===== config.mk =====
export PLATFORM = sky130hd
export DESIGN_NAME = serial_transceiver
export DESIGN_NICKNAME = d
export VERILOG_FILES = /design/src/hw/uart_pkg.sv /design/src/hw/bit_timer_if.sv /design/src/hw/bit_timer.sv /design/src/hw/serial_transceiver.sv
export SDC_FILE = /design/constraint.sdc
export NUM_CORES = 1
export LEC_CHECK = 0
export BUFFER_PORTS_ARGS = -buffer_cell sky130_fd_sc_hd__buf_2
export CAP_MARGIN = 0
export CORE_MARGIN = 2
export CORE_UTILIZATION = 64
export CTS_BUF_LIST = sky130_fd_sc_hd__clkbuf_4 sky130_fd_sc_hd__clkbuf_8 sky130_fd_sc_hd__clkbuf_16
export CTS_CLUSTER_SIZE = 24
export DETAILED_ROUTE_END_ITERATION = 6
export GPL_TIMING_DRIVEN = 0
export PLACE_DENSITY = 0.85
export SYNTH_ARGS = -nofsm -noshare
export SYNTH_HDL_FRONTEND = slang
export SYNTH_SLANG_ARGS = --single-unit

===== constraint.sdc =====
create_clock -name clk -period 6.6 [get_ports clk]
set_clock_uncertainty 0.05 [all_clocks]
set_input_delay 0.33 -clock clk [delete_from_list [all_inputs] [get_ports clk]]
set_output_delay 0.33 -clock clk [all_outputs]
set_load 0.01 [all_outputs]

===== src/hw/uart_pkg.sv =====
// Shared constants, register map and state types of the serial transceiver
package uart_pkg;

  // ----------------------------------------------------------------
  // Register map
  // ----------------------------------------------------------------
  localparam logic [15:0] ADDR_MODE = 16'hff50;
  localparam logic [15:0] ADDR_TXB = 16'hff51;
  localparam logic [15:0] ADDR_RXB = 16'hff52;
  localparam logic [15:0] ADDR_ERR = 16'hff53;
  localparam logic [15:0] ADDR_TXST = 16'hff55;

  localparam logic [7:0] MODE_RST = 8'h01;
  localparam logic [7:0] BUF_RST = 8'hff;
  localparam logic [7:0] RD_UNMAPPED = 8'h00;
  localparam logic [2:0] ERR_CLEAR = 3'h0;
  localparam logic [4:0] ERR_PAD = 5'h00;
  localparam logic [5:0] TXST_PAD = 6'h00;

  // ----------------------------------------------------------------
  // Field positions
  // ----------------------------------------------------------------
  localparam int MODE_POWER = 7;
  localparam int MODE_TXE = 6;
  localparam int MODE_RXE = 5;
  localparam int MODE_PAR_HI = 4;
  localparam int MODE_PAR_LO = 3;
  localparam int MODE_CL = 2;
  localparam int MODE_SL = 1;
  localparam int MODE_ISRM = 0;
  localparam int ERR_PE = 2;
  localparam int ERR_FE = 1;
  localparam int ERR_OVE = 0;

  // ----------------------------------------------------------------
  // Modes and counts
  // ----------------------------------------------------------------
  localparam logic [1:0] PAR_NONE = 2'h0;
  localparam logic [1:0] PAR_ZERO = 2'h1;
  localparam logic [1:0] PAR_ODD = 2'h2;
  localparam logic [1:0] PAR_EVEN = 2'h3;
  localparam logic [3:0] LAST_BIT_7 = 4'h6;
  localparam logic [3:0] LAST_BIT_8 = 4'h7;
  localparam logic [1:0] LAST_STOP_1 = 2'h0;
  localparam logic [1:0] LAST_STOP_2 = 2'h1;
  localparam int DIV_K_DEFAULT = 255;
  localparam int DIV_K_MIN = 4;
  localparam int DIV_K_MAX = 255;

  typedef enum logic [4:0] {
    TX_IDLE = 5'h01,
    TX_START = 5'h02,
    TX_DATA = 5'h04,
    TX_PAR = 5'h08,
    TX_STOP = 5'h10
  } tx_state_t;

  typedef enum logic [4:0] {
    RX_IDLE = 5'h01,
    RX_START = 5'h02,
    RX_DATA = 5'h04,
    RX_PAR = 5'h08,
    RX_STOP = 5'h10
  } rx_state_t;

endpackage : uart_pkg


===== src/hw/bit_timer_if.sv =====
// Bit timing handshake between a shifter and its bit timer
`timescale 1ns/1ps
interface bit_timer_if;
  logic clr;
  logic mid;
  logic full;
  modport owner (output clr, input mid, input full);
  modport timer (input clr, output mid, output full);
endinterface : bit_timer_if


===== src/hw/bit_timer.sv =====
// Bit period timer: mid-bit and end-of-bit strobes
`timescale 1ns/1ps
module bit_timer
  import uart_pkg::*;
#(
  parameter int DIV_K = DIV_K_DEFAULT
) (
  input wire logic clk,
  input wire logic sys_rst,
  bit_timer_if.timer tmr
);

  // ----------------------------------------------------------------
  // One bit lasts two divider periods
  // ----------------------------------------------------------------
  localparam logic [8:0] FULL_LAST = 9'(2 * DIV_K - 1);
  localparam logic [8:0] MID_LAST = 9'(DIV_K - 1);

  if (DIV_K < DIV_K_MIN || DIV_K > DIV_K_MAX) begin : g_bad_div
    $error("bit_timer: DIV_K out of range");
  end

  logic [8:0] cnt_q;

  assign tmr.full = (cnt_q == FULL_LAST);
  assign tmr.mid = (cnt_q == MID_LAST);

  always_ff @(posedge clk) begin
    if (sys_rst || tmr.clr || tmr.full) begin
      cnt_q <= '0;
    end else begin
      cnt_q <= cnt_q + 9'h001;
    end
  end

endmodule : bit_timer


===== src/hw/serial_transceiver.sv =====
// Asynchronous serial transceiver with 8-bit register port
`timescale 1ns/1ps
module serial_transceiver
  import uart_pkg::*;
#(
  parameter int DIV_K = DIV_K_DEFAULT
) (
  input wire logic clk,
  input wire logic sys_rst,
  input wire logic [15:0] reg_addr,
  input wire logic reg_wr,
  input wire logic reg_rd,
  input wire logic [7:0] reg_wdata,
  output logic [7:0] reg_rdata,
  input wire logic serial_in_pin,
  output logic serial_out_pin,
  input wire logic transmit_invert,
  input wire logic msb_first,
  output logic transmit_done_irq,
  output logic receive_done_irq,
  output logic receive_error_irq
);

  // ----------------------------------------------------------------
  // Declarations
  // ----------------------------------------------------------------
  logic [7:0] mode_q, txb_q, rxb_q, rdata_q, txs_q, txs_d, rxs_q, rxs_d;
  logic [2:0] err_q, err_now;
  logic tx_en_q, rx_en_q, err_armed_q, rxb_full_q;
  logic tx_line_q, tx_line_d, tx_par_q, tx_par_d, txbf_q, txbf_d, tx_done_d;
  logic rx_par_q, rx_par_d, rx_perr_q, rx_perr_d;
  logic [3:0] tx_cnt_q, tx_cnt_d, rx_cnt_q, rx_cnt_d;
  logic out_q, tx_irq_q, rx_irq_q, rxe_irq_q;
  tx_state_t tx_state_q, tx_state_d;
  rx_state_t rx_state_q, rx_state_d;
  bit_timer_if tx_t ();
  bit_timer_if rx_t ();

  bit_timer #(.DIV_K(DIV_K)) u_tx_timer (.clk(clk), .sys_rst(sys_rst), .tmr(tx_t));
  bit_timer #(.DIV_K(DIV_K)) u_rx_timer (.clk(clk), .sys_rst(sys_rst), .tmr(rx_t));

  // ----------------------------------------------------------------
  // Decode
  // ----------------------------------------------------------------
  wire power = mode_q[MODE_POWER];
  wire tx_run = power && tx_en_q;
  wire rx_run = power && rx_en_q;
  wire [1:0] par_mode = mode_q[MODE_PAR_HI:MODE_PAR_LO];
  wire [3:0] last_bit = mode_q[MODE_CL] ? LAST_BIT_8 : LAST_BIT_7;
  wire [1:0] last_stop = mode_q[MODE_SL] ? LAST_STOP_2 : LAST_STOP_1;
  wire wr_mode = reg_wr && (reg_addr == ADDR_MODE);
  wire wr_txb = reg_wr && (reg_addr == ADDR_TXB);
  wire rd_rxb = reg_rd && (reg_addr == ADDR_RXB);
  wire rd_err = reg_rd && (reg_addr == ADDR_ERR);
  // Receiver sees a quiet line while the unit is off
  wire rx_in = power ? serial_in_pin : 1'b1;
  wire tx_bit = msb_first ? txs_q[7] : txs_q[0];
  wire [7:0] txs_shift = msb_first ? {txs_q[6:0], 1'b1} : {1'b1, txs_q[7:1]};
  wire [7:0] rxs_shift = msb_first ? {rxs_q[6:0], rx_in} : {rx_in, rxs_q[7:1]};
  wire tx_par_bit = (par_mode == PAR_ODD) ? ~tx_par_q :
                    (par_mode == PAR_EVEN) ? tx_par_q : 1'b0;
  wire rx_par_sum = rx_par_q ^ rx_in;
  wire rx_par_bad = (par_mode == PAR_ODD) ? ~rx_par_sum :
                    (par_mode == PAR_EVEN) ? rx_par_sum : 1'b0;
  wire [7:0] rx_word = mode_q[MODE_CL] ? rxs_q :
                       msb_first ? {rxs_q[6:0], 1'b0} :
                       {1'b0, rxs_q[7:1]};
  wire rx_end = (rx_state_q == RX_STOP) && rx_t.mid;
  wire ove_now = rxb_full_q && !rd_rxb;
  wire rx_load = rx_end && !ove_now;
  wire err_any = |err_now;
  wire err_clr = rd_rxb && err_armed_q;
  wire txsf = (tx_state_q != TX_IDLE);
  wire tx_take_next = txbf_q || wr_txb;
  wire [7:0] tx_next = txbf_q ? txb_q : reg_wdata;
  wire [7:0] rd_mux = (reg_addr == ADDR_MODE) ? mode_q :
                      (reg_addr == ADDR_TXB) ? txb_q :
                      (reg_addr == ADDR_RXB) ? rxb_q :
                      (reg_addr == ADDR_ERR) ? {ERR_PAD, err_q} :
                      (reg_addr == ADDR_TXST) ? {TXST_PAD, txbf_q, txsf} : RD_UNMAPPED;

  assign err_now = {rx_perr_q, ~rx_in, ove_now};
  assign tx_t.clr = !tx_run || (tx_state_q == TX_IDLE);
  assign rx_t.clr = !rx_run || (rx_state_q == RX_IDLE);
  assign reg_rdata = rdata_q;
  assign serial_out_pin = out_q;
  assign transmit_done_irq = tx_irq_q;
  assign receive_done_irq = rx_irq_q;
  assign receive_error_irq = rxe_irq_q;

  // ----------------------------------------------------------------
  // Registers
  // ----------------------------------------------------------------
  always_ff @(posedge clk) begin
    if (sys_rst) begin
      mode_q <= MODE_RST;
    end else if (wr_mode) begin
      mode_q <= reg_wdata;
    end
  end

  // Enables pass one flop so a half never starts mid-write
  always_ff @(posedge clk) begin
    tx_en_q <= !sys_rst && power && mode_q[MODE_TXE];
    rx_en_q <= !sys_rst && power && mode_q[MODE_RXE];
  end

  always_ff @(posedge clk) begin
    if (sys_rst) begin
      txb_q <= BUF_RST;
    end else if (wr_txb) begin
      txb_q <= reg_wdata;
    end
  end

  always_ff @(posedge clk) begin
    if (sys_rst) begin
      rdata_q <= RD_UNMAPPED;
    end else if (reg_rd) begin
      rdata_q <= rd_mux;
    end
  end

  // Receive buffer and error status; a new error beats a clearing read
  always_ff @(posedge clk) begin
    if (sys_rst || !power) begin
      rxb_q <= BUF_RST;
      rxb_full_q <= 1'b0;
      err_q <= ERR_CLEAR;
      err_armed_q <= 1'b0;
    end else begin
      if (rx_load) begin
        rxb_q <= rx_word;
      end
      rxb_full_q <= rx_load || (rxb_full_q && !rd_rxb);
      err_q <= !rx_run ? ERR_CLEAR :
               ((err_clr ? ERR_CLEAR : err_q) | (rx_end ? err_now : ERR_CLEAR));
      err_armed_q <= rd_err || (err_armed_q && !rd_rxb);
    end
  end

  always_ff @(posedge clk) begin
    if (sys_rst) begin
      out_q <= 1'b1;
      tx_irq_q <= 1'b0;
      rx_irq_q <= 1'b0;
      rxe_irq_q <= 1'b0;
    end else begin
      out_q <= (power ? tx_line_q : 1'b1) ^ transmit_invert;
      tx_irq_q <= tx_done_d;
      rx_irq_q <= rx_end && (!err_any || mode_q[MODE_ISRM]);
      rxe_irq_q <= rx_end && err_any && !mode_q[MODE_ISRM];
    end
  end

  // ----------------------------------------------------------------
  // Transmitter
  // ----------------------------------------------------------------
  always_comb begin
    tx_state_d = tx_state_q;
    tx_cnt_d = tx_cnt_q;
    txs_d = txs_q;
    tx_line_d = tx_line_q;
    tx_par_d = tx_par_q;
    txbf_d = txbf_q || (wr_txb && txsf);
    tx_done_d = 1'b0;
    unique case (tx_state_q)
      TX_IDLE: begin
        if (wr_txb) begin
          txs_d = reg_wdata;
          tx_line_d = 1'b0;
          tx_state_d = TX_START;
        end
      end
      TX_START: begin
        if (tx_t.full) begin
          tx_line_d = tx_bit;
          tx_par_d = tx_bit;
          txs_d = txs_shift;
          tx_cnt_d = '0;
          tx_state_d = TX_DATA;
        end
      end
      TX_DATA: begin
        if (tx_t.full && tx_cnt_q == last_bit) begin
          tx_cnt_d = '0;
          tx_line_d = (par_mode == PAR_NONE) ? 1'b1 : tx_par_bit;
          tx_state_d = (par_mode == PAR_NONE) ? TX_STOP : TX_PAR;
        end else if (tx_t.full) begin
          tx_line_d = tx_bit;
          tx_par_d = tx_par_q ^ tx_bit;
          txs_d = txs_shift;
          tx_cnt_d = tx_cnt_q + 4'h1;
        end
      end
      TX_PAR: begin
        if (tx_t.full) begin
          tx_line_d = 1'b1;
          tx_state_d = TX_STOP;
        end
      end
      TX_STOP: begin
        if (tx_t.full && tx_cnt_q[1:0] == last_stop) begin
          tx_done_d = 1'b1;
          tx_cnt_d = '0;
          txbf_d = 1'b0;
          if (tx_take_next) begin
            txs_d = tx_next;
            tx_line_d = 1'b0;
            tx_state_d = TX_START;
          end else begin
            tx_state_d = TX_IDLE;
          end
        end else if (tx_t.full) begin
          tx_cnt_d = tx_cnt_q + 4'h1;
        end
      end
    endcase
  end

  always_ff @(posedge clk) begin
    if (sys_rst || !tx_run) begin
      tx_state_q <= TX_IDLE;
      tx_cnt_q <= '0;
      txs_q <= BUF_RST;
      tx_line_q <= 1'b1;
      tx_par_q <= 1'b0;
      txbf_q <= 1'b0;
    end else begin
      tx_state_q <= tx_state_d;
      tx_cnt_q <= tx_cnt_d;
      txs_q <= txs_d;
      tx_line_q <= tx_line_d;
      tx_par_q <= tx_par_d;
      txbf_q <= txbf_d;
    end
  end

  // ----------------------------------------------------------------
  // Receiver
  // ----------------------------------------------------------------
  always_comb begin
    rx_state_d = rx_state_q;
    rx_cnt_d = rx_cnt_q;
    rxs_d = rxs_q;
    rx_par_d = rx_par_q;
    rx_perr_d = rx_perr_q;
    unique case (rx_state_q)
      RX_IDLE: begin
        if (!rx_in) begin
          rx_state_d = RX_START;
        end
      end
      RX_START: begin
        if (rx_t.mid) begin
          rx_state_d = rx_in ? RX_IDLE : RX_DATA;
          rx_cnt_d = '0;
          rx_par_d = 1'b0;
          rx_perr_d = 1'b0;
        end
      end
      RX_DATA: begin
        if (rx_t.mid) begin
          rxs_d = rxs_shift;
          rx_par_d = rx_par_q ^ rx_in;
          rx_cnt_d = rx_cnt_q + 4'h1;
          if (rx_cnt_q == last_bit) begin
            rx_state_d = (par_mode == PAR_NONE) ? RX_STOP : RX_PAR;
          end
        end
      end
      RX_PAR: begin
        if (rx_t.mid) begin
          rx_perr_d = rx_par_bad;
          rx_state_d = RX_STOP;
        end
      end
      RX_STOP: begin
        // Only the first stop bit is looked at
        if (rx_t.mid) begin
          rx_state_d = RX_IDLE;
        end
      end
    endcase
  end

  always_ff @(posedge clk) begin
    if (sys_rst || !rx_run) begin
      rx_state_q <= RX_IDLE;
      rx_cnt_q <= '0;
      rxs_q <= BUF_RST;
      rx_par_q <= 1'b0;
      rx_perr_q <= 1'b0;
    end else begin
      rx_state_q <= rx_state_d;
      rx_cnt_q <= rx_cnt_d;
      rxs_q <= rxs_d;
      rx_par_q <= rx_par_d;
      rx_perr_q <= rx_perr_d;
    end
  end

  // ----------------------------------------------------------------
  // Checks
  // ----------------------------------------------------------------
  rx_lsb7_a: assert property (
    @(posedge clk) disable iff (sys_rst)
    rx_load && !mode_q[MODE_CL] && !msb_first |=> (rxb_q[7] == 1'b0)
  ) else $error("7-bit lsb-first receive left bit 7 set");

  rx_msb7_a: assert property (
    @(posedge clk) disable iff (sys_rst)
    rx_load && !mode_q[MODE_CL] && msb_first |=> (rxb_q[0] == 1'b0)
  ) else $error("7-bit msb-first receive left bit 0 set");

  rx_overrun_a: assert property (
    @(posedge clk) disable iff (sys_rst)
    rx_end && rxb_full_q && !rd_rxb && rx_run
      |=> $stable(rxb_q) && err_q[ERR_OVE]
  ) else $error("overrun character reached the buffer");

  rxb_readonly_a: assert property (
    @(posedge clk) disable iff (sys_rst)
    reg_wr && (reg_addr == ADDR_RXB) && !rx_load && power |=> $stable(rxb_q)
  ) else $error("receive buffer changed on a write");

  tx_start_a: assert property (
    @(posedge clk) disable iff (sys_rst)
    tx_run && (tx_state_q == TX_IDLE) && wr_txb && power && mode_q[MODE_TXE]
      |=> (tx_state_q == TX_START) ##1 (serial_out_pin == $past(transmit_invert))
  ) else $error("transmit did not start after buffer write");

  power_off_a: assert property (
    @(posedge clk) disable iff (sys_rst)
    !power |=> (rxb_q == BUF_RST) && (err_q == ERR_CLEAR) && !txbf_q
  ) else $error("power off left state behind");

  idle_pin_a: assert property (
    @(posedge clk) disable iff (sys_rst)
    !power && !transmit_invert |=> serial_out_pin
  ) else $error("output not high while unpowered");

  tx_disable_a: assert property (
    @(posedge clk) disable iff (sys_rst)
    !mode_q[MODE_TXE] |-> ##2 (tx_state_q == TX_IDLE) && !txbf_q
  ) else $error("transmitter not reset after disable");

  zero_par_a: assert property (
    @(posedge clk) disable iff (sys_rst)
    (par_mode == PAR_ZERO) && $stable(par_mode) |=> !rx_perr_q
  ) else $error("parity flagged in zero parity mode");

  err_route_a: assert property (
    @(posedge clk) disable iff (sys_rst)
    rx_end && err_any && !mode_q[MODE_ISRM] |=> receive_error_irq && !receive_done_irq
  ) else $error("error not routed to error interrupt");

  frame_err_a: assert property (
    @(posedge clk) disable iff (sys_rst)
    rx_end && !rx_in && rx_run |=> err_q[ERR_FE]
  ) else $error("missing stop bit not flagged");

endmodule : serial_transceiver


Word-level counts from Yosys, hierarchy flattened:

Index checks and enable logic that the tools add are counted.

* add/subtract/negate cells: 4
* muxes and demuxes: 71
* reductions and logical operators: 60
* bitwise logic cells: 9
* eq/ne operators: 38

Operators with widths (number)
* $mux W8: 13
* $eq A16 B16 Y1 const B: 5
* $mux W5: 12
* $pmux W5 S5: 2
* $pmux W8 S4: 1
* $ne A2 B2 Y1 const B: 14
* $mux W1: 25
* $mux W4: 6
* $logic_and A1 B1 Y1: 20
* $add A9 B1 Y9 const B: 2
* $eq A9 B9 Y1 const B: 2
* $logic_or A1 B1 Y1: 14
* $mux W3: 4
* $pmux W4 S3: 1
* $eq A5 B1 Y1 const B: 2
* $eq A5 B2 Y1 const B: 2
* $eq A5 B3 Y1 const B: 2
* $eq A5 B4 Y1 const B: 2
* $eq A5 B5 Y1 const B: 2
* $reduce_and A5 Y1: 2
* $eq A9 B8 Y1 const B: 1
* $add A4 B1 Y4 const B: 2
* $eq A4 B3 Y1: 2
* $logic_not A1 Y1: 8
* other kinds (20): 36

* bits of input ports: 31
* register bits after elaboration: 100

Depth between registers and ports, before layout:

* depth after elaboration: 8
* depth in mapped cells: 10

Hierarchy:

Synthesis repeated with hierarchy kept, for this count alone.

* cell total of the unflattened synthesis: 620
* area, all modules: 5373.9 um^2

Modules (own cells, without submodules)
* serial_transceiver: times used 1, area each 4438.0 um^2, cells an instance 520
* bit_timer: times used 2, area each 467.9 um^2, cells an instance 50

Worst setup path before layout:

OpenSTA, ideal clock, no wires.

* kind: input to register
* from: input port reg_addr[3]
* to: register err_q[0]
* slack: 4.359 ns
* data arrival time: 2.063 ns
* buffers on the path: 0
* setup time: 0.128 ns
* data required time: 6.422 ns
* cell stages on the path: 6
* path through: or4b_4 > nor4_1 > nand2b_1 > or4_1 > a2bb2oi_1 > nor2_1

* longest elaborated chain between the ends: 6
* elaborated cells between the ends (all ways): 8
* those cells by class: eq/ne (1); mux (2); bitwise (1); reduce/logical (4)

Ends and longest elaborated chain
* start, declared: line serial_transceiver.sv:10 `input wire logic [15:0] reg_addr,`
* $eq A16 B16 Y1 *: line serial_transceiver.sv:53 `wire rd_rxb = reg_rd && (reg_addr == ADDR_RXB);`
* $logic_and A1 B1 Y1 *: line serial_transceiver.sv:53
* $logic_not A1 Y1: line serial_transceiver.sv:69 `wire ove_now = rxb_full_q && !rd_rxb;`
* $logic_and A1 B1 Y1: line serial_transceiver.sv:69
* $mux W3: line serial_transceiver.sv:137 `((err_clr ? ERR_CLEAR : err_q) | (rx_end ? err_now : ERR_CLEAR));`
* $or A3 B3 Y3 *: line serial_transceiver.sv:137
* end signal, assigned: line serial_transceiver.sv:136 `err_q <= !rx_run ? ERR_CLEAR :`
* end, declared: line serial_transceiver.sv:28 `logic [2:0] err_q, err_now;`

Every way passes the cells marked *; elsewhere a longest branch is shown, timed or not.
A chain may end at the register's enable or synchronous reset.

Final worst setup path:

* from: register mode_q[2]
* to: register tx_state_q[3]

* longest elaborated chain between the ends: 5

Ends and longest elaborated chain
* start, declared: line serial_transceiver.sv:27 `logic [7:0] mode_q, txb_q, rxb_q, rdata_q, txs_q, txs_d, rxs_q, rxs_d;`
* start signal, assigned: line serial_transceiver.sv:98 `mode_q <= reg_wdata;`
* $mux W1: line serial_transceiver.sv:49 `wire [3:0] last_bit = mode_q[MODE_CL] ? LAST_BIT_8 : LAST_BIT_7;`
* $eq A4 B3 Y1: line serial_transceiver.sv:185 `if (tx_t.full && tx_cnt_q == last_bit) begin`
* $logic_and A1 B1 Y1: line serial_transceiver.sv:185
* $ne A2 B2 Y1 (no line)
* $reduce_and A5 Y1 (no line)
* end signal, assigned: line serial_transceiver.sv:230 `tx_state_q <= tx_state_d;`
* end, declared: line serial_transceiver.sv:34 `tx_state_t tx_state_q, tx_state_d;`

Every way passes these cells.

==> summary.txt <==
Outcome
  • Status: finished clean

Global routing
  • Total GRT Usage: 0.3099
  • Global-route wire length before repair: 21600 um
  • Number of global-route vias before repair: 4599
  • Initial antenna violation count: 0
  • GR Overflow Total: 0
  • Largest net degree at the start of global routing: 17

STA
  • Slew HR: 0.5018
  • Total Neg Setup Slack: 0 ns
  • Worst slew pin tran: 0.7417 ns
  • Hold Vio Cnt, Final: 0
  • RSZ-0062 raised after global routing: no
  • Count of pins over their slew limit: 0
  • Crit share post-route: 0.4058
  • Min Tclk post-route: 2.678 ns
  • # setup viols final: 0
  • Fmax: 373.4 MHz

Detailed routing
  • Post-DR vias/cell: 6.173
  • Pre-Repair DR Iteration Count: 5
  • Antenna viol nets, final: 0
  • Drt drc: 0
  • Drt first-iter violations: 411
  • Routed len/inst: 16.65 um
  • Vias: 4883
  • Final wirelength: 13170 um

Finish
  • Nets: 722
  • Ant. Diodes: 0
  • Commonest non-fill, non-tap cell in the layout: dfxtp_1
  • Area Growth Syn to Fin: 11.38%
  • Share of layout cells above drive strength 1: 0.1001
  • Finished Layout Cells: 791
  • Most frequent cells in the layout: dfxtp_1, nor2_1, nand2_1

Synth
  • Flip-flop and latch count after synthesis: 100
  • Post-synth EDFFs: 0
  • Register area share after synthesis: 0.3892
  • Syn nets: 670
  • Netlist cell types: 57
  • Post-Syn Instances: 632
  • Synthesized area per cell: 8.139 sq um
  • Yosys Warn Count: 0
  • Ys async rst share: 0
  • Main synth FF type: dfxtp_1
  • Cell Area, Synth: 5144 sq um

CTS
  • CTS tree: done
  • Root cell of the clock tree: clkbuf_8
  • Clock sink count: 100
  • Post-CTS sizing: 0
  • Num CTS Buffers: 9
  • Hold-fix buffers, CTS: 0
  • CTS H-tree depth: 3
  • Clk slew on worst S/H paths: 0.10 ns
  • Clk_lat worst skew: 0.37 ns
  • CTS max path bufs: 2
  • Setup Buffers After CTS: 0

Power
  • PD cells: 196.3 nW/um^2
  • Lkg Pwr: 2.124 nW
  • Max IR drop VDD: 0.0001228 V

Die
  • Starting Density: 0.6622
  • Ports: 43
  • Die width: 93.65 um
  • Core box area: 7767 sq um
  • Cell Rows: 32
  • Die height: 93.65 um
  • DIE AREA: 8770 sq um

Place
  • IO buf count: 41
  • Placed cells: 775
  • Routability cong.: 0.9380
  • Post-DP HPWL: 9557 um

Setup path
  • Crit-path cells: clkbuf_1 > xor2_1 > o2111ai_1 > o221ai_1 > nor3_2 > mux2i_1 > nor2_1
  • Critical path arrival: 2.87 ns
  • R2R Setup Slk: 3.92 ns
  • Reg2reg start: mode_q[2]
  • CP max stage cell: clkbuf_1
  • RR Endpoint: tx_state_q[3]
  • Worst Setup EP: tx_state_q[3]
  • Reg2Reg Depth: 7
  • Crit path max fanout: 8
  • Crit path max-delay family: compound AO/OA/AOI/OAI gates
  • Setup crit start: mode_q[2]
  • Crit. End Element: flip-flop
  • Critical Path RT: 6.79 ns
  • Worst path bufs/invs: 1
  • Crit path launch type: flip-flop
  • Worst path max stage delay: 0.46 ns
  • Worst path depth: 7
  • WS Path Type: flip-flop to flip-flop

Worst hold path
  • Class of the worst hold path: primary input to flip-flop
  • Hold depth: 2

Run
  • Max Cap Viol: 0
area by class of cell:
class / instances / area (sq um)
repair buffers: 41 / 205.2
plain buffers: 40 / 161.4
inverters: 15 / 56.30
multi-input cells: 477 / 2924
fillers: 616 / 2038
well taps: 102 / 127.6
clock buffers: 11 / 145.1
flip-flops and latches: 100 / 2002
clock inverters: 5 / 107.6
power breakdown:
group | internal, mW | leakage [nW] | switching, mW
combinational | 0.0154 | 1.19 | 0.0219
sequential | 0.603 | 0.807 | 0.000131
clock | 0.269 | 0.128 | 0.216
total | 0.887 | 2.12 | 0.238
synthesized netlist by cell type (all sizes together) (2+ instances only):
cell / number / area share
buf: 9 / 0.0088
ha: 7 / 0.017
nor3: 16 / 0.018
nor2b: 14 / 0.017
nand4: 6 / 0.0073
o2111ai: 9 / 0.015
o211ai: 12 / 0.018
nor4: 5 / 0.0090
and2: 6 / 0.0073
or3: 2 / 0.0024
nor4b: 3 / 0.0063
a211oi: 2 / 0.0029
nand2b: 16 / 0.019
a221oi: 9 / 0.015
xnor2: 13 / 0.022
nor3b: 6 / 0.0088
clkbuf: 31 / 0.023
o31ai: 2 / 0.0029
inv: 15 / 0.011
nand2: 68 / 0.050
a21oi: 44 / 0.043
o21ai: 33 / 0.032
nand3b: 5 / 0.0073
o31a: 2 / 0.0034
or4: 5 / 0.0073
nand3: 32 / 0.031
and3: 7 / 0.0085
a22oi: 5 / 0.0073
dfxtp: 100 / 0.39
or4b: 2 / 0.0046
nand4b: 3 / 0.0051
o22ai: 2 / 0.0024
a2bb2oi: 2 / 0.0034
xor2: 15 / 0.026
mux2i: 30 / 0.058
a21boi: 2 / 0.0029
a31oi: 3 / 0.0036
nor2: 69 / 0.050
a211o: 9 / 0.015
through the flow:
stage | hold WS [ns] | utilization | worst slack [ns] | total power [mW] | area [sq um]
floorplan | 0.3896 | - | 4.359 | 0.6362 | 5144
global placement | 0.4024 | 0.7051 | 3.988 | 0.6524 | 5477
detailed placement | 0.4143 | 0.7051 | 3.975 | 0.6535 | 5477
CTS | 0.1325 | 0.7376 | 4.036 | 1.131 | 5729
global route | 0.1432 | 0.7376 | 3.681 | 1.161 | 5729
finish | 0.1435 | 0.7376 | 3.922 | 1.125 | 5729
worst min path at each step:
stage                 startpoint        end  slack (ns)
floorplan              mode_q[5]  mode_q[5]        0.39
global placement        rxb_q[2]   rxb_q[2]        0.40
detailed placement     mode_q[5]  mode_q[5]        0.41
CTS                 reg_wdata[3]   txb_q[3]        0.13
global route        reg_wdata[3]   txb_q[3]        0.14
finish              reg_wdata[3]   txb_q[3]        0.14
sequential cells by signal, indices dropped and copies added, names as in the netlist, 8 cells and up:
signal and cells:
mode_q 8, reg_rdata 8, rxb_q 8, rxs_q 8
txb_q 8, txs_q 8, u_rx_timer.cnt_q 9, u_tx_timer.cnt_q 9
logic make-up (layout without fill, tap and decap cells):
kind of cell             Yosys count  in the layout  synth area share
XOR/XNOR                          28             28           0.04768
adder cells (fa/ha/maj)            7              7           0.01703
multiplexers                      30             30           0.05838
AO/OA/AOI/OAI                    145            145            0.1829
AND/OR/NAND/NOR                  267            267            0.2625
buffers and inverters             55            112           0.04232
flip-flops                       100            100            0.3892
layer usage:
metal	track usage	wire length, um
met1	0.3847	5320
met2	0.5252	6461
met3	0.06019	1062
met4	0.1329	328
met5	0	0
Note: power is estimated with default switching activity, not from simulation.
